==> config.mk <==
export PLATFORM = sky130hd
export DESIGN_NAME = pirq_flag_regs
export DESIGN_NICKNAME = d
export VERILOG_FILES = /design/src/rtl/pirq_flag_regs.v /design/src/rtl/pirq_snap_mem.v
export VERILOG_INCLUDE_DIRS = /design/src /design/src/rtl
export SDC_FILE = /design/constraint.sdc
export NUM_CORES = 1
export LEC_CHECK = 0
export BUFFER_PORTS_ARGS = -buffer_cell sky130_fd_sc_hd__buf_2
export CORE_ASPECT_RATIO = 0.75
export CORE_UTILIZATION = 32
export CTS_CLUSTER_SIZE = 12
export DETAILED_ROUTE_END_ITERATION = 10
export MAX_ROUTING_LAYER = met4
export PLACE_DENSITY = 0.44
export SLEW_MARGIN = 40
export SYNTH_ARGS = -nofsm -noshare
export SYNTH_HDL_FRONTEND = slang
export SYNTH_HIERARCHICAL = 1
export SYNTH_SLANG_ARGS = --single-unit
==> constraint.sdc <==
create_clock -name sys_clk_in -period 4.9 [get_ports sys_clk_in]
set_input_delay 0.49 -clock sys_clk_in [delete_from_list [all_inputs] [get_ports sys_clk_in]]
set_output_delay 0.49 -clock sys_clk_in [all_outputs]
set_load 0.02 [all_outputs]
==> src/rtl/pirq_defines.vh <==
// register offsets, bit positions and reset values of the peripheral flag block
`ifndef PIRQ_DEFINES_VH
`define PIRQ_DEFINES_VH
`define PIRQ_ADDR_FLAGS_ONE 8'h16
`define PIRQ_ADDR_FLAGS_TWO 8'h10
`define PIRQ_ADDR_TIMER_CTRL 8'h20
`define PIRQ_ADDR_PERIOD_A 8'h21
`define PIRQ_ADDR_PERIOD_B 8'h22
`define PIRQ_ADDR_COUNT_A 8'h23
`define PIRQ_ADDR_COUNT_B 8'h24
`define PIRQ_ADDR_IRQ_STATUS 8'h28
`define PIRQ_ADDR_IRQ_CLEAR 8'h29
`define PIRQ_ADDR_IRQ_ENABLE 8'h2a
`define PIRQ_ADDR_SNAP_BASE 8'h30
`define PIRQ_F1_TIMER_A 4
`define PIRQ_F1_CAPTURE_B 3
`define PIRQ_F1_CAPTURE_A 2
`define PIRQ_F1_SERIAL_A_TX 1
`define PIRQ_F1_SERIAL_A_RX 0
`define PIRQ_F2_SYNC_PORT 7
`define PIRQ_F2_BUS_COLL 6
`define PIRQ_F2_CONV_DONE 5
`define PIRQ_F2_UNUSED 4
`define PIRQ_F2_CAPTURE_D 3
`define PIRQ_F2_CAPTURE_C 2
`define PIRQ_F2_SERIAL_B_TX 1
`define PIRQ_F2_SERIAL_B_RX 0
`define PIRQ_F1_SW_MASK 8'h1c
`define PIRQ_F2_SW_MASK 8'hec
`define PIRQ_F2_RESET 8'h02
`define PIRQ_CTRL_WIDE 0
`define PIRQ_CTRL_RUN 1
`endif

==> src/rtl/pirq_flag_regs.v <==
// peripheral interrupt flag registers with timer pair, capture inputs and bus slave
`timescale 1ns/1ps
`include "pirq_defines.vh"
module pirq_flag_regs #(
    parameter TIMER_W = 8
) (
    input wire sys_clk_in,
    input wire rst_n_in,
    input wire [7:0] addr_in,
    input wire [7:0] wdata_in,
    input wire wr_in,
    input wire rd_in,
    input wire capture_a_pin_in,
    input wire capture_b_pin_in,
    input wire capture_c_pin_in,
    input wire capture_d_pin_in,
    input wire serial_a_tx_empty_in,
    input wire serial_a_rx_full_in,
    input wire serial_b_tx_empty_in,
    input wire serial_b_rx_full_in,
    input wire sync_port_event_in,
    input wire bus_collision_event_in,
    input wire conversion_done_event_in,
    output reg [7:0] rdata_out,
    output reg irq_out,
    output reg [7:0] irq_flags_one_out,
    output reg [7:0] irq_flags_two_out
);
    // pin synchronisers: first stage read only by second
    reg [3:0] cap_s1_q;
    reg [3:0] cap_s2_q;
    reg [3:0] cap_s3_q;
    wire [3:0] cap_rise;
    // timer state
    reg [7:0] ctrl_q;
    reg [TIMER_W-1:0] timer_a_period_q;
    reg [TIMER_W-1:0] timer_b_period_q;
    reg [TIMER_W-1:0] timer_a_count_q;
    reg [TIMER_W-1:0] timer_b_count_q;
    reg [TIMER_W-1:0] timer_a_count_d;
    reg [TIMER_W-1:0] timer_b_count_d;
    reg timer_a_wrap;
    wire timer_pair_wide_select;
    wire timer_run;
    // flag registers
    reg [7:0] flags_one_q;
    reg [7:0] flags_one_d;
    reg [7:0] flags_two_q;
    reg [7:0] flags_two_d;
    // interrupt controller registers
    reg [7:0] irq_status_q;
    reg [7:0] irq_status_d;
    reg [7:0] irq_enable_q;
    wire [7:0] irq_events;
    // capture snapshot memory and register read path
    reg [1:0] snap_waddr;
    reg snap_we;
    wire [15:0] snap_rdata;
    reg [7:0] rd_addr_q;
    reg rd_pending_q;
    reg [7:0] rd_reg_q;
    reg [7:0] rd_mux;
    wire [7:0] snap_base;

    function automatic is_wr;
        input [7:0] a;
        begin
            is_wr = wr_in && (addr_in == a);
        end
    endfunction

    function automatic [7:0] lsb_byte;
        input [TIMER_W-1:0] v;
        reg [15:0] ext;
        begin
            ext = 16'h0000;
            ext[TIMER_W-1:0] = v;
            lsb_byte = ext[7:0];
        end
    endfunction

    assign timer_pair_wide_select = ctrl_q[`PIRQ_CTRL_WIDE];
    assign timer_run = ctrl_q[`PIRQ_CTRL_RUN];
    assign snap_base = `PIRQ_ADDR_SNAP_BASE;
    assign cap_rise = cap_s2_q & ~cap_s3_q;

    always @(posedge sys_clk_in) begin
        if (!rst_n_in) begin
            cap_s1_q <= 4'h0;
            cap_s2_q <= 4'h0;
            cap_s3_q <= 4'h0;
        end else begin
            cap_s1_q <= {capture_d_pin_in, capture_c_pin_in, capture_b_pin_in,
                         capture_a_pin_in};
            cap_s2_q <= cap_s1_q;
            cap_s3_q <= cap_s2_q;
        end
    end

    // timer counting: 8-bit or chained pair
    always @* begin
        timer_a_count_d = timer_a_count_q;
        timer_b_count_d = timer_b_count_q;
        timer_a_wrap = 1'b0;
        if (timer_run) begin
            if (timer_pair_wide_select) begin
                if (timer_a_count_q == timer_a_period_q &&
                    timer_b_count_q == timer_b_period_q) begin
                    timer_a_count_d = {TIMER_W{1'b0}};
                    timer_b_count_d = {TIMER_W{1'b0}};
                    timer_a_wrap = 1'b1;
                end else if (timer_a_count_q == {TIMER_W{1'b1}}) begin
                    timer_a_count_d = {TIMER_W{1'b0}};
                    timer_b_count_d = timer_b_count_q + {{(TIMER_W-1){1'b0}}, 1'b1};
                end else begin
                    timer_a_count_d = timer_a_count_q + {{(TIMER_W-1){1'b0}}, 1'b1};
                end
            end else begin
                if (timer_a_count_q == timer_a_period_q) begin
                    timer_a_count_d = {TIMER_W{1'b0}};
                    timer_a_wrap = 1'b1;
                end else begin
                    timer_a_count_d = timer_a_count_q + {{(TIMER_W-1){1'b0}}, 1'b1};
                end
                if (timer_b_count_q == timer_b_period_q) begin
                    timer_b_count_d = {TIMER_W{1'b0}};
                end else begin
                    timer_b_count_d = timer_b_count_q + {{(TIMER_W-1){1'b0}}, 1'b1};
                end
            end
        end
        if (is_wr(`PIRQ_ADDR_COUNT_A)) begin
            timer_a_count_d = wdata_in[TIMER_W-1:0];
        end
        if (is_wr(`PIRQ_ADDR_COUNT_B)) begin
            timer_b_count_d = wdata_in[TIMER_W-1:0];
        end
    end

    // flag update: hardware set wins over software clear
    always @* begin
        flags_one_d = flags_one_q;
        flags_two_d = flags_two_q;
        if (is_wr(`PIRQ_ADDR_FLAGS_ONE)) begin
            flags_one_d = (flags_one_q & ~`PIRQ_F1_SW_MASK) |
                          (wdata_in & `PIRQ_F1_SW_MASK);
        end
        if (is_wr(`PIRQ_ADDR_FLAGS_TWO)) begin
            flags_two_d = (flags_two_q & ~`PIRQ_F2_SW_MASK) |
                          (wdata_in & `PIRQ_F2_SW_MASK);
        end
        flags_one_d[7:5] = 3'h0;
        if (timer_a_wrap) begin
            flags_one_d[`PIRQ_F1_TIMER_A] = 1'b1;
        end
        if (cap_rise[1]) begin
            flags_one_d[`PIRQ_F1_CAPTURE_B] = 1'b1;
        end
        if (cap_rise[0]) begin
            flags_one_d[`PIRQ_F1_CAPTURE_A] = 1'b1;
        end
        flags_one_d[`PIRQ_F1_SERIAL_A_TX] = serial_a_tx_empty_in;
        flags_one_d[`PIRQ_F1_SERIAL_A_RX] = serial_a_rx_full_in;
        if (sync_port_event_in) begin
            flags_two_d[`PIRQ_F2_SYNC_PORT] = 1'b1;
        end
        if (bus_collision_event_in) begin
            flags_two_d[`PIRQ_F2_BUS_COLL] = 1'b1;
        end
        if (conversion_done_event_in) begin
            flags_two_d[`PIRQ_F2_CONV_DONE] = 1'b1;
        end
        flags_two_d[`PIRQ_F2_UNUSED] = 1'b0;
        if (cap_rise[3]) begin
            flags_two_d[`PIRQ_F2_CAPTURE_D] = 1'b1;
        end
        if (cap_rise[2]) begin
            flags_two_d[`PIRQ_F2_CAPTURE_C] = 1'b1;
        end
        flags_two_d[`PIRQ_F2_SERIAL_B_TX] = serial_b_tx_empty_in;
        flags_two_d[`PIRQ_F2_SERIAL_B_RX] = serial_b_rx_full_in;
    end

    // sticky status: timer, four captures, sync port, collision, conversion
    assign irq_events = {conversion_done_event_in, bus_collision_event_in,
                         sync_port_event_in, cap_rise, timer_a_wrap};

    always @* begin
        irq_status_d = irq_status_q;
        if (is_wr(`PIRQ_ADDR_IRQ_CLEAR)) begin
            irq_status_d = irq_status_q & ~wdata_in;
        end
        irq_status_d = irq_status_d | irq_events;
    end

    always @* begin
        snap_we = |cap_rise;
        snap_waddr = 2'd0;
        if (cap_rise[3]) begin
            snap_waddr = 2'd3;
        end else if (cap_rise[2]) begin
            snap_waddr = 2'd2;
        end else if (cap_rise[1]) begin
            snap_waddr = 2'd1;
        end
    end

    pirq_snap_mem #(
        .DEPTH(4),
        .AW(2),
        .DW(16)
    ) u_snap (
        .sys_clk_in(sys_clk_in),
        .rst_n_in(rst_n_in),
        .wr_en_in(snap_we),
        .wr_addr_in(snap_waddr),
        .wr_data_in({lsb_byte(timer_b_count_q), lsb_byte(timer_a_count_q)}),
        .rd_addr_in(addr_in[2:1]),
        .rd_data_out(snap_rdata)
    );

    // register read mux, sampled at the strobe edge
    always @* begin
        case (addr_in)
            `PIRQ_ADDR_FLAGS_ONE: rd_mux = flags_one_q;
            `PIRQ_ADDR_FLAGS_TWO: rd_mux = flags_two_q & ~8'h10;
            `PIRQ_ADDR_TIMER_CTRL: rd_mux = ctrl_q;
            `PIRQ_ADDR_PERIOD_A: rd_mux = lsb_byte(timer_a_period_q);
            `PIRQ_ADDR_PERIOD_B: rd_mux = lsb_byte(timer_b_period_q);
            `PIRQ_ADDR_COUNT_A: rd_mux = lsb_byte(timer_a_count_q);
            `PIRQ_ADDR_COUNT_B: rd_mux = lsb_byte(timer_b_count_q);
            `PIRQ_ADDR_IRQ_STATUS: rd_mux = irq_status_q;
            `PIRQ_ADDR_IRQ_ENABLE: rd_mux = irq_enable_q;
            default: begin
                rd_mux = 8'h00;
            end
        endcase
    end

    always @(posedge sys_clk_in) begin
        if (!rst_n_in) begin
            ctrl_q <= 8'h00;
            timer_a_period_q <= {TIMER_W{1'b1}};
            timer_b_period_q <= {TIMER_W{1'b1}};
            timer_a_count_q <= {TIMER_W{1'b0}};
            timer_b_count_q <= {TIMER_W{1'b0}};
            flags_one_q <= 8'h00;
            flags_two_q <= `PIRQ_F2_RESET;
            irq_status_q <= 8'h00;
            irq_enable_q <= 8'h00;
            rd_addr_q <= 8'h00;
            rd_pending_q <= 1'b0;
            rd_reg_q <= 8'h00;
            irq_out <= 1'b0;
            irq_flags_one_out <= 8'h00;
            irq_flags_two_out <= `PIRQ_F2_RESET;
        end else begin
            if (is_wr(`PIRQ_ADDR_TIMER_CTRL)) begin
                ctrl_q <= wdata_in & 8'h03;
            end
            if (is_wr(`PIRQ_ADDR_PERIOD_A)) begin
                timer_a_period_q <= wdata_in[TIMER_W-1:0];
            end
            if (is_wr(`PIRQ_ADDR_PERIOD_B)) begin
                timer_b_period_q <= wdata_in[TIMER_W-1:0];
            end
            if (is_wr(`PIRQ_ADDR_IRQ_ENABLE)) begin
                irq_enable_q <= wdata_in;
            end
            timer_a_count_q <= timer_a_count_d;
            timer_b_count_q <= timer_b_count_d;
            flags_one_q <= flags_one_d;
            flags_two_q <= flags_two_d;
            irq_status_q <= irq_status_d;
            rd_addr_q <= addr_in;
            rd_pending_q <= rd_in;
            rd_reg_q <= rd_mux;
            irq_out <= |(irq_status_d & irq_enable_q);
            irq_flags_one_out <= flags_one_d;
            irq_flags_two_out <= flags_two_d;
        end
    end

    // read data stand only in the cycle after the strobe, zero otherwise;
    // snapshot bytes come from the memory's own output register
    always @* begin
        if (!rd_pending_q) begin
            rdata_out = 8'h00;
        end else if (rd_addr_q[7:3] == snap_base[7:3]) begin
            rdata_out = rd_addr_q[0] ? snap_rdata[15:8] : snap_rdata[7:0];
        end else begin
            rdata_out = rd_reg_q;
        end
    end
endmodule

==> src/rtl/pirq_snap_mem.v <==
// small register file that records the timer count for the highest-numbered capture pin that rises in a cycle
`timescale 1ns/1ps
module pirq_snap_mem #(
    parameter DEPTH = 4,
    parameter AW = 2,
    parameter DW = 16
) (
    input wire sys_clk_in,
    input wire rst_n_in,
    input wire wr_en_in,
    input wire [AW-1:0] wr_addr_in,
    input wire [DW-1:0] wr_data_in,
    input wire [AW-1:0] rd_addr_in,
    output reg [DW-1:0] rd_data_out
);
    reg [DW-1:0] mem_q [0:DEPTH-1];
    integer i;
    always @(posedge sys_clk_in) begin
        if (!rst_n_in) begin
            for (i = 0; i < DEPTH; i = i + 1) begin
                mem_q[i] <= {DW{1'b0}};
            end
            rd_data_out <= {DW{1'b0}};
        end else begin
            if (wr_en_in) begin
                mem_q[wr_addr_in] <= wr_data_in;
            end
            rd_data_out <= mem_q[rd_addr_in];
        end
    end
endmodule

## After elaboration in Yosys (flattened, before gate mapping)

Memories as Yosys holds them, arrays and structs flattened. A register that Yosys moved wholly into a read port is not among the register bits.
Cells that the tools add are included.

| cells by class | value |
|---|---|
| muxes and demuxes | 41 |
| reduce and logical (&&, ||, !) cells | 25 |
| add/subtract/negate cells | 2 |
| bitwise operators | 8 |
| equal/unequal tests | 15 |

Operators by type and width:

| cell | number |
|---|---|
| $mux W8 | 17 |
| $pmux W8 S9 | 1 |
| $eq A8 B6 Y1 const B | 8 |
| $reduce_bool A2 Y1 | 10 |
| $mux W1 | 18 |
| $add A8 B1 Y8 const B | 2 |
| $and A8 B8 Y8 | 2 |
| $eq A8 B5 Y1 const B | 2 |
| $eq A8 B8 Y1 | 2 |
| $mux W16 | 1 |
| $reduce_or A16 Y1 | 1 |
| $logic_and A1 B1 Y1 | 10 |
| $eq A8 B8 Y1 const B | 1 |
| $not A8 Y8 | 1 |
| $or A5 B8 Y8 | 1 |
| $or A8 B8 Y8 | 1 |
| $reduce_or A8 Y1 | 1 |
| $mux W2 | 3 |
| $eq A5 B3 Y1 const B | 1 |
| $mux W5 | 1 |
| $or A2 B5 Y5 | 1 |
| $and A4 B4 Y4 | 1 |
| $ne A4 B1 Y1 const B | 1 |
| $not A4 Y4 | 1 |
| 3 further kinds | 3 |

| word-level totals | value |
|---|---|
| bits of input ports | 31 |
| memories kept | 1 |
| memory bits (writable) | 64 |
| bits in registers | 93 |
| word-level logic and storage cells | 117 |

Memories:

| name | words | width | read ports | clocked after memory_dff | write ports | line | source |
|---|---|---|---|---|---|---|---|
| u_snap.mem_q | 4 | 16 | 1 | 1 | 4 | pirq_snap_mem.v:16 | `reg [DW-1:0] mem_q [0:DEPTH-1];` |

## Longest topological paths before layout

Gate-level depths: netlist (run 1).

| depth | value |
|---|---|
| depth after elaboration | 8 |
| depth in mapped cells | 9 |

## By module

Netlist (run 1), hierarchy kept.

Modules (own cells, without submodules):

| module | area each (um^2) | seq. area each (um^2) | cells an instance | instances |
|---|---|---|---|---|
| pirq_flag_regs | 4,695.8 | 1,801.7 | 565 | 1 |
| pirq_snap_mem | 3,241.9 | 2,242.2 | 217 | 1 |

## Worst setup path after synthesis (run 1)

OpenSTA, ideal clock, no wires.

| timing path | value |
|---|---|
| path type | register to register |
| from | register cap_s3_q[3] |
| to | memory u_snap.mem_q[2][0], enable pin |
| path slack | 2.527 ns |
| arrival | 1.962 ns |
| required time | 4.489 ns |
| stages on the path, launching flop included | 6 |
| setup time | 0.411 ns |
| cells stage by stage | dfxtp_1 -> nand2b_1 -> nand4_1 -> buf_4 -> nand2_1 -> o21ai_0 |

RTL lines:

| what | line | source |
|---|---|---|
| start, declared | pirq_flag_regs.v:32 | `reg [3:0] cap_s3_q;` |
| start signal, assigned | pirq_flag_regs.v:96 | `cap_s3_q <= cap_s2_q;` |
| end, declared | pirq_snap_mem.v:16 |  |

## Worst setup path after layout (run 1)

| timing path | value |
|---|---|
| from | input addr_in[4] |
| to | register timer_a_count_q[7] |

| on the way | value |
|---|---|
| word-level cells in the longest chain between the ends | 3 |

RTL lines:

| what | line | source |
|---|---|---|
| start, declared | pirq_flag_regs.v:9 | `input wire [7:0] addr_in,` |
| $eq A8 B6 Y1 * | pirq_flag_regs.v:68 | `is_wr = wr_in && (addr_in == a);` |
| $logic_and A1 B1 Y1 * | pirq_flag_regs.v:68 |  |
| $mux W8 or $reduce_bool A2 Y1 (tied branches) | - |  |
| end signal, assigned | pirq_flag_regs.v:245 | `timer_a_count_q <= {TIMER_W{1'b0}};` |
| end signal, assigned | pirq_flag_regs.v:270 | `timer_a_count_q <= timer_a_count_d;` |
| end, declared | pirq_flag_regs.v:38 | `reg [TIMER_W-1:0] timer_a_count_q;` |

Mark *: on every way between the ends. The rest lies on a longest branch, timed or not.
A chain may end at the register's enable or synchronous reset.

==> impl_metrics.env, run 1 <==
export IMPL_synth_mux_area_fraction_pct=7.87
export IMPL_netlist_area_mm2=0.00794
export IMPL_rows=49
export IMPL_ant_nets=0
export IMPL_slowest_delay_ns=0.75
export IMPL_ys_warn_count=6
export IMPL_grt_usage_pct=20.8
export IMPL_vias=6124
export IMPL_antenna_found_initial=0
export IMPL_clk_pin_slew_ns=0.07
export IMPL_dpl_cell_area_mm2=0.00838
export IMPL_vias_per_cell=5.33
export IMPL_finish_instance_area_mm2=0.00896
export IMPL_crit_buf_inv=1
export IMPL_yosysTopAreaCell="dfxtp_1"
export IMPL_syn_avg_cell_area_um2=10.2
export IMPL_n_fill_cell=2415
export IMPL_grt_max_degree=44
export IMPL_critPathLaunchType="input pin"
export IMPL_irDropWorstVdd_uv=249
export IMPL_tightest_slew_ns=0.832
export IMPL_seq_area_mm2=0.00404
export IMPL_post_cts_resized=0
export IMPL_io_pins=56
export IMPL_synth_xor_xnor_area_share_pct=2.54
export IMPL_cp_depth=6
export IMPL_synth_common_cells="dfxtp_1 (106), and2_1 (74), edfxtp_1 (64)"
export IMPL_insertion_delay_ns=0.44
export IMPL_final_setup_viol_count=0
export IMPL_ys_seq_area_share_pct=50.9
export IMPL_cts_tree="yes"
export IMPL_min_path_type="input pin to flip-flop"
export IMPL_cts_root_buf="clkbuf_16"
export IMPL_drt_initial_drc_count=686
export IMPL_synth_compound_area_share_pct=11.7
export IMPL_endpoint_kind="flip-flop"
export IMPL_r2r_cells=4
export IMPL_cts_htree_levels=4
export IMPL_crit_fanout=18
export IMPL_maxCapViolations=0
export IMPL_crit_path_cell_trace="buf_2, or4b_1, nor4b_4, and2_1, or4_1, o22ai_1"
export IMPL_grt_pass1_wl_mm=37.7
export IMPL_grt_setup_unrepaired="no"
export IMPL_finalClockSkew_ns=0.0108
export IMPL_fin_setup_tns_ns=0
export IMPL_synth_top_area_share_pct=26.7
export IMPL_drt_wirelength_per_cell_um=21.5
export IMPL_post_route_util_pct=37.1
export IMPL_synthAdderAreaFrac_pct=0.315
export IMPL_cts_sinks=170
export IMPL_slowest_stage="or4b_1"
export IMPL_areaGrowthSynthToFinish_pct=12.9
export IMPL_yosys_area_share_simple_pct=21.9
export IMPL_hold_slack_ns=0.244
export IMPL_netlist_instances=782
export IMPL_yosysUniqueCellTypes=67
export IMPL_dieArea_mm2=0.0254
export IMPL_core_area_mm2=0.0242
export IMPL_min_delay_path_depth=2
export IMPL_slew_violations=0
export IMPL_drt_pass1_iter_count=5
export IMPL_fmax_ghz=0.350
export IMPL_leakage_nw=3.67
export IMPL_place_congestion=0.884
export IMPL_status="complete, no violations"
export IMPL_synth_top_family_by_area="simple AND/OR/NAND/NOR gates"
export IMPL_die_y_um=138
export IMPL_required_ns=5.21
export IMPL_fin_nets=838
export IMPL_start_util_pct=32.9
export IMPL_multi_input_area_mm2=0.00356
export IMPL_yosys_top_cells_area="dfxtp_1 (27%), edfxtp_1 (24%), mux2i_1 (7.4%)"
export IMPL_hold_viol=0
export IMPL_cts_buffers=17
export IMPL_dp_hpwl_mm=17.2
export IMPL_grt_ovfl_total=0
export IMPL_synth_flop_cell="dfxtp_1"
export IMPL_synthArstFlopShare_pct=0
export IMPL_power_density_mw_per_mm2=341
export IMPL_finalCritPeriodShare_pct=58.3
export IMPL_max_slew_margin_rel_pct=44.2
export IMPL_cts_setup_buffers=0
export IMPL_finalWirelength_mm=24.7
export IMPL_synth_edff_count=64
export IMPL_clockBufferDepth=2
export IMPL_yosysMostFrequentCell="dfxtp_1"
export IMPL_dieWidth_um=184
export IMPL_crit_arrival_ns=3.17
export IMPL_drc_errors=0
export IMPL_layout_min_cycle_time_ns=2.86
export IMPL_path_delay_family="simple AND/OR/NAND/NOR gates"
export IMPL_numPortBuffers=51
export IMPL_insertedDiodeCount=0
export IMPL_synth_ff_latch_count=170
export IMPL_power_mw=3.06
export IMPL_cts_hold_buffers=0
export IMPL_layout_drive_gt1_share_pct=13.9
export IMPL_grt_pass1_vias=5913
export IMPL_criticalPathCategory="input pin to flip-flop"
==> flip-flops by register name, indices dropped and copies added (netlist names) <==
signal	count
cap_s1_q	4
timer_b_period_q	8
rd_addr_q	6
irq_out	1
rd_reg_q	8
flags_one_q	5
timer_a_count_q	8
cap_s3_q	4
cap_s2_q	4
irq_enable_q	8
flags_two_q	7
rd_pending_q	1
ctrl_q	2
u_snap/mem_q	64
timer_b_count_q	8
irq_status_q	8
u_snap/rd_data_out	16
timer_a_period_q	8
==> metrics by stage <==
stage,worst slack (ns),std cells
finish,2.04,1149
global route,1.94,1149
CTS,2.13,1149
detailed placement,1.68,1117
global placement,1.84,1117
floorplan,2.53,785
==> logic make-up after synthesis <==
| logic type | after synthesis |
|---|---|
| flip-flops | 170 |
| buffers and inverters | 72 |
| XOR/XNOR | 23 |
| AND/OR/NAND/NOR | 314 |
| adder cells (fa/ha/maj) | 2 |
| AO/OA/AOI/OAI | 138 |
| multiplexers | 62 |
| other | 1 |
==> power breakdown <==
group	internal (mW)	switching (mW)
clock	0.679	0.641
combinational	0.0616	0.139
sequential	1.51	0.0239
==> routing by layer <==
metal | track usage [%] | wire length, um | up-vias
li1 | - | - | 2872
met2 | 26.6 | 9780 | 262
met5 | - | 0 | -
met3 | 4.95 | 2120 | 23
met4 | 5.35 | 304 | 0
met1 | 31.8 | 12500 | 2967
==> worst paths after layout <==
| kind | start | slack (ns) | endpoint |
|---|---|---|---|
| hold / removal | serial_b_tx_empty_in | 0.24 | flags_two_q[1] |
| setup reg to reg | cap_s3_q[1] | 2.22 | u_snap/mem_q[1][13] |
| hold reg to reg | cap_s1_q[0] | 0.44 | cap_s2_q[0] |
| setup / recovery | addr_in[4] | 2.04 | timer_a_count_q[7] |
==> layout make-up <==
cell class | count | area share [%]
repair buffers | 59 | 3.52
inverters | 14 | 0.586
clock inverters | 15 | 1.65
multi-input cells | 543 | 39.8
well taps | 331 | 4.62
clock buffers | 17 | 4.75
flip-flops and latches | 170 | 45.1
==> cell usage in the layout, fill, tap and decap left out, types with 17 or more instances in the layout <==
master,count
nor2_1,36
dfxtp_1,106
nand3_1,57
nand2_1,60
buf_2,51
and2_1,74
xnor2_1,20
clkbuf_16,17
a21oi_1,41
mux2i_1,59
o22ai_1,24
edfxtp_1,64
and3_1,23
(Power assumes the default switching activity.)
==> inputs of run 2 (changes only) <==
clock period = 3 ns   (was 4.9 ns; I/O delays follow)
==> run 2 against run 1 <==
Global-route usage rose by 0.59 points. Die area did not move. Worst hold slack got worse by 0.18 ns. Clock skew rose by 0.0068 ns. Wire length rose by 3.1%. Sequential power rose by 63%. Core utilization rose by 0.67 points. Non-clock buffer count rose by 25. Count of clock-buffer cells in the layout rose by 2. Clock power rose by 66%. First-iteration DRC count rose by 5.1%. Critical endpoint is now timer_b_count_q[3]. Largest cell class unchanged. Highest routed layer unchanged.
==> impl_metrics.env, run 2 (synthesis results as in run 1) <==
export IMPL_status="complete, no violations"
export IMPL_power_density_mw_per_mm2=552
export IMPL_tightest_slew_ns=0.886
export IMPL_fin_setup_tns_ns=0
export IMPL_fin_nets=863
export IMPL_layout_drive_gt1_share_pct=15.4
export IMPL_slowest_stage="dfxtp_1"
export IMPL_slew_violations=0
export IMPL_cts_sinks=170
export IMPL_fmax_ghz=0.404
export IMPL_grt_ovfl_total=0
export IMPL_slowest_delay_ns=0.67
export IMPL_vias=6203
export IMPL_required_ns=3.38
export IMPL_largest_reg_flops=64
export IMPL_grt_setup_unrepaired="no"
export IMPL_grt_max_degree=37
export IMPL_finalWirelength_mm=25.5
export IMPL_antenna_found_initial=0
export IMPL_grt_pass1_vias=5983
export IMPL_rows=49
export IMPL_cts_buffers=17
export IMPL_crit_arrival_ns=2.85
export IMPL_ant_nets=0
export IMPL_dp_hpwl_mm=17.9
export IMPL_endpoint_kind="flip-flop"
export IMPL_holdPathEnd="cap_s1_q[1]"
export IMPL_dieArea_mm2=0.0254
export IMPL_crit_fanout=11
export IMPL_min_path_type="input pin to flip-flop"
export IMPL_criticalPathCategory="flip-flop to flip-flop"
export IMPL_areaGrowthSynthToFinish_pct=14.9
export IMPL_cts_tree="yes"
export IMPL_top_regs="u_snap/mem_q (64), u_snap/rd_data_out (16)"
export IMPL_maxCapViolations=0
export IMPL_vias_per_cell=5.28
export IMPL_p_switching_mw=1.23
export IMPL_n_fill_cell=2471
export IMPL_finalClockSkew_ns=0.0176
export IMPL_r2r_start="timer_a_count_q[0]"
export IMPL_io_pins=56
export IMPL_power_share_clock_pct=43.4
export IMPL_insertedDiodeCount=0
export IMPL_drt_wirelength_per_cell_um=21.7
export IMPL_timing_rr_end="timer_b_count_q[3]"
export IMPL_grt_pass1_wl_mm=38.6
export IMPL_cts_setup_buffers=0
export IMPL_start_util_pct=32.9
export IMPL_min_delay_path_depth=2
export IMPL_insertion_delay_ns=0.44
export IMPL_internal_power_mw=3.81
export IMPL_irDropWorstVdd_uv=374
export IMPL_die_y_um=138
export IMPL_core_area_mm2=0.0242
export IMPL_layout_commonest_cell="dfxtp_1"
export IMPL_final_setup_viol_count=0
export IMPL_cts_hold_buffers=0
export IMPL_clk_pin_slew_ns=0.07
export IMPL_hold_slack_ns=0.0656
export IMPL_power_frac_comb_pct=6.9
export IMPL_crit_path_cell_trace="ha_1, and3_1, a32oi_1, a211oi_2, o21ai_0, nand2_1"
export IMPL_post_route_util_pct=37.8
export IMPL_placed_cells=1142
export IMPL_cts_htree_levels=4
export IMPL_finalCritPeriodShare_pct=82.5
export IMPL_place_congestion=0.908
export IMPL_layout_min_cycle_time_ns=2.48
export IMPL_drt_initial_drc_count=721
export IMPL_layoutNonFillerInstCount=1174
export IMPL_min_from="capture_b_pin_in"
export IMPL_drc_errors=0
export IMPL_clockBufferDepth=2
export IMPL_drt_pass1_iter_count=8
export IMPL_final_cell_mix="dfxtp_1 (106), and2_1 (74), edfxtp_1 (64)"
export IMPL_numPortBuffers=51
export IMPL_post_cts_resized=0
export IMPL_cts_root_buf="clkbuf_16"
export IMPL_critPathLaunchType="flip-flop"
export IMPL_regMostFlops="u_snap/mem_q"
export IMPL_netSwitchingFraction_pct=24.3
export IMPL_hold_viol=0
export IMPL_max_slew_margin_rel_pct=40.5
export IMPL_dieWidth_um=184
export IMPL_seqPwrFrac_pct=49.8
export IMPL_grt_usage_pct=21.4
export IMPL_leakage_nw=3.77
export IMPL_r2r_cells=6
export IMPL_r2r_slack_ns=0.52
run 2: worst max-delay path by stage:
stage	startpoint	end	slack, ns	cells after the start
3_5_place_dp	addr_in[4]	timer_a_count_q[4]	0.57	8
4_1_cts	timer_a_count_q[0]	timer_b_count_q[3]	0.58	6
3_3_place_gp	addr_in[4]	timer_a_count_q[3]	0.58	8
5_1_grt	timer_a_count_q[0]	timer_b_count_q[6]	0.37	7
2_1_floorplan	cap_s3_q[3]	u_snap/mem_q[2][0]	0.63	5
6_report	timer_a_count_q[0]	timer_b_count_q[3]	0.52	6
run 2: final cells by class:
cell class	count	area [um^2]	share of cell area, %
Clock buffer	19	433	4.74
Clock inverter	13	143	1.56
Inverter	14	52.6	0.576
Multi-Input combinational cell	543	3530	38.7
Sequential cell	170	4040	44.3
Tap cell	331	414	4.54
Timing Repair Buffer	84	503	5.51
run 2: power groups by stage:
stage	Clock, mW	Combinational [mW]	Sequential, mW
after detailed placement	0	0.346	2.56
after floorplan	0	0.204	2.56
after CTS	2.25	0.347	2.51
final	2.19	0.347	2.51
after global routing	2.35	0.373	2.52
after global placement	0	0.343	2.56
run 2: routing by layer:
metal | wire length (um) | GRT usage, % | up-vias
met3 | 1910 | 5.24 | 24
met4 | 318 | 5.70 | 0
met5 | 0 | - | -
met2 | 10300 | 28.5 | 233
met1 | 12900 | 31.6 | 3029
li1 | - | - | 2917
run 2: worst max-delay path, delay by kind of cell (launching register included):
| family | cells | cell delay (ns) |
|---|---|---|
| adders and majority gates | 1 | 0.36 |
| AOI/OAI and AO/OA | 3 | 1.11 |
| and+or+nand+nor | 2 | 0.29 |
| DFF | 1 | 0.67 |
run 2: metrics by stage:
stage	worst slack, ns	area, um^2	power [mW]
2_1_floorplan	0.627	7950	2.76
3_3_place_gp	0.578	8550	2.90
3_5_place_dp	0.568	8550	2.91
4_1_cts	0.577	9120	5.10
5_1_grt	0.368	9120	5.24
6_report	0.524	9120	5.04
==> inputs of run 3 (changes only) <==
ABC_AREA = 1   (was default)
clock period = 2.5 ns   (was 3 ns; I/O delays follow)
==> run 3 against run 2 <==
Sequential power increased by 20%. Largest power group unchanged. Worst hold slack got worse by 0.058 ns. First-iteration DRC count decreased by 26%.
==> impl_metrics.env, run 3 <==
export IMPL_power_frac_comb_pct=7.6
export IMPL_leakage_nw=4.25
export IMPL_crit_path_cell_trace="nor3b_1, and2_1, o21ai_0, a21oi_1, buf_2"
export IMPL_regMostFlops="u_snap/mem_q"
export IMPL_netlist_area_mm2=0.00813
export IMPL_slew_violations=0
export IMPL_synth_flop_cell="dfxtp_1"
export IMPL_finalClockSkew_ns=0.0152
export IMPL_ys_warn_count=6
export IMPL_power_density_mw_per_mm2=656
export IMPL_dieWidth_um=186
export IMPL_maxCapViolations=0
export IMPL_synthArstFlopShare_pct=0
export IMPL_netlist_instances=1054
export IMPL_rows=50
export IMPL_vias=6939
export IMPL_grt_pass1_wl_mm=39.2
export IMPL_start_util_pct=32.6
export IMPL_grt_max_degree=42
export IMPL_dp_hpwl_mm=17.8
export IMPL_core_area_mm2=0.0250
export IMPL_status="complete, no violations"
export IMPL_yosysUniqueCellTypes=46
export IMPL_slowest_stage="and2_1"
export IMPL_cts_root_buf="clkbuf_16"
export IMPL_finish_instance_area_mm2=0.00948
export IMPL_min_path_type="input pin to flip-flop"
export IMPL_grt_setup_unrepaired="no"
export IMPL_die_y_um=140
export IMPL_dpl_cell_area_mm2=0.00879
export IMPL_numPortBuffers=51
export IMPL_setup_slack_ns=0.381
export IMPL_synth_top_area_share_pct=26.1
export IMPL_drt_pass1_iter_count=5
export IMPL_yosysMostFrequentCell="nand2_1"
export IMPL_drc_errors=0
export IMPL_top_regs="u_snap/mem_q (64), u_snap/rd_data_out (16)"
export IMPL_cts_htree_levels=4
export IMPL_fin_setup_tns_ns=0
export IMPL_endpoint_kind="output pin"
export IMPL_fin_nets=1149
export IMPL_netSwitchingFraction_pct=27.1
export IMPL_cts_tree="yes"
export IMPL_insertion_delay_ns=0.44
export IMPL_seqPwrFrac_pct=48.3
export IMPL_synth_common_cells="nand2_1 (221), inv_1 (205), dfxtp_1 (106)"
export IMPL_io_pins=56
export IMPL_grt_ovfl_total=0
export IMPL_grt_usage_pct=21.1
export IMPL_crit_fanout=16
export IMPL_slowest_delay_ns=0.43
export IMPL_cts_sinks=170
export IMPL_vias_per_cell=4.73
export IMPL_largest_reg_flops=64
export IMPL_drt_initial_drc_count=530
export IMPL_max_slew_margin_rel_pct=50.8
export IMPL_hold_slack_ns=0.00740
export IMPL_critPathLaunchType="flip-flop"
export IMPL_layout_drive_gt1_share_pct=12.4
export IMPL_power_mw=6.21
export IMPL_final_cell_mix="nand2_1 (221), inv_1 (205), dfxtp_1 (106)"
export IMPL_criticalPathCategory="flip-flop to output pin"
export IMPL_yosysTopAreaCell="dfxtp_1"
export IMPL_final_setup_viol_count=0
export IMPL_crit_arrival_ns=1.87
export IMPL_synth_edff_count=64
export IMPL_syn_avg_cell_area_um2=7.71
export IMPL_n_fill_cell=2593
export IMPL_hold_viol=0
export IMPL_required_ns=2.25
export IMPL_cts_buffers=17
export IMPL_place_congestion=0.861
export IMPL_areaGrowthSynthToFinish_pct=16.5
export IMPL_ys_seq_area_share_pct=49.7
export IMPL_dieArea_mm2=0.0261
export IMPL_irDropWorstVdd_uv=396
export IMPL_synth_ff_latch_count=170
export IMPL_finalCritPeriodShare_pct=84.8
export IMPL_clk_pin_slew_ns=0.07
export IMPL_insertedDiodeCount=0
export IMPL_power_share_clock_pct=44.1
export IMPL_p_switching_mw=1.68
export IMPL_drt_wirelength_per_cell_um=17.4
export IMPL_ant_nets=0
export IMPL_grt_pass1_vias=6485
export IMPL_cts_setup_buffers=0
export IMPL_layout_commonest_cell="nand2_1"
export IMPL_tightest_slew_ns=0.737
export IMPL_layout_min_cycle_time_ns=2.12
export IMPL_clockBufferDepth=2
export IMPL_internal_power_mw=4.53
export IMPL_antenna_found_initial=0
export IMPL_finalWirelength_mm=25.5
export IMPL_fmax_ghz=0.472
export IMPL_yosys_top_cells_area="dfxtp_1 (26%), edfxtp_1 (24%), nand2_1 (10%)"
export IMPL_pre_cts_ws_ns=0.389
-- run 3: cell types whose count changed in the layout (fill, tap and decap cells not counted), sizes merged, moves of 14 or more --
cell	previous run	this run
o21ai	16	58
nor2	37	103
and3	23	0
and2	74	1
o22ai	24	10
inv	17	219
nor3	7	25
nand2	61	228
mux2i	59	0
xnor2	20	5
a21oi	43	84
-- run 3: routing by layer --
layer | vias to the layer above | wire length (um) | global-route usage (%)
li1 | 3463 | - | -
met1 | 3245 | 13300 | 31.9
met2 | 206 | 10300 | 28.0
met3 | 25 | 1690 | 4.60
met4 | 0 | 277 | 4.31
met5 | - | 0 | -
-- run 3: critical path, delay by kind of cell, from the launching register on --
kind | cells | cell delay [ns]
compound gates | 2 | 0.34
flops | 1 | 0.30
buf+inv | 1 | 0.20
simple gates | 2 | 0.60
-- run 3: metrics by stage --
step / utilization [%] / instances
global route: 38.0 / 1467
CTS: 38.0 / 1467
finish: 38.0 / 1467
floorplan: - / 1057
detailed placement: 35.2 / 1427
global placement: 35.2 / 1427
-- run 3: layout make-up --
| cell class | instances | area, um^2 | area share (%) |
|---|---|---|---|
| repair buffers | 81 | 513 | 5.41 |
| multi-input cells | 634 | 3100 | 32.7 |
| inverters | 212 | 796 | 8.40 |
| clock inverters | 15 | 176 | 1.86 |
| flip-flops and latches | 170 | 4040 | 42.7 |
| well taps | 338 | 423 | 4.46 |
| clock buffers | 17 | 425 | 4.49 |
-- run 3: power by group through the flow --
stage	Combinational (mW)	Sequential [mW]	Clock, mW
after floorplan	0.271	3.07	0
after global placement	0.463	3.06	0
after detailed placement	0.461	3.07	0
after CTS	0.473	3.00	2.79
after global routing	0.521	3.01	2.91
final	0.471	3.00	2.74
-- run 3: worst paths after layout --
path | start | to | slack (ns) | cells after the start
worst max-delay path | rd_addr_q[6] | rdata_out[5] | 0.38 | 5
worst min-delay path | rd_in | rd_pending_q | 0.007 | 3
worst max register to register | timer_a_count_q[1] | timer_b_count_q[3] | 0.58 | 12
worst min register to register | cap_s1_q[1] | cap_s2_q[1] | 0.41 | 2
-- run 3: repair_timing --
action | in CTS | in global routing
hold endpoints to repair | 8 | 0
resized for setup | 0 | 0
hold buffers | 8 | 0
-- run 3: kinds of logic (layout without fill, tap and decap cells) --
group	count (synthesis)	after routing	share of synthesized area, %
buf+inv	253	325	12.3
fa+ha+maj	2	2	0.308
other cells	1	4	0.0461
xor+xnor	20	20	2.15
compound gates	174	174	11.9
flops	170	170	49.7
simple gates	434	434	23.5
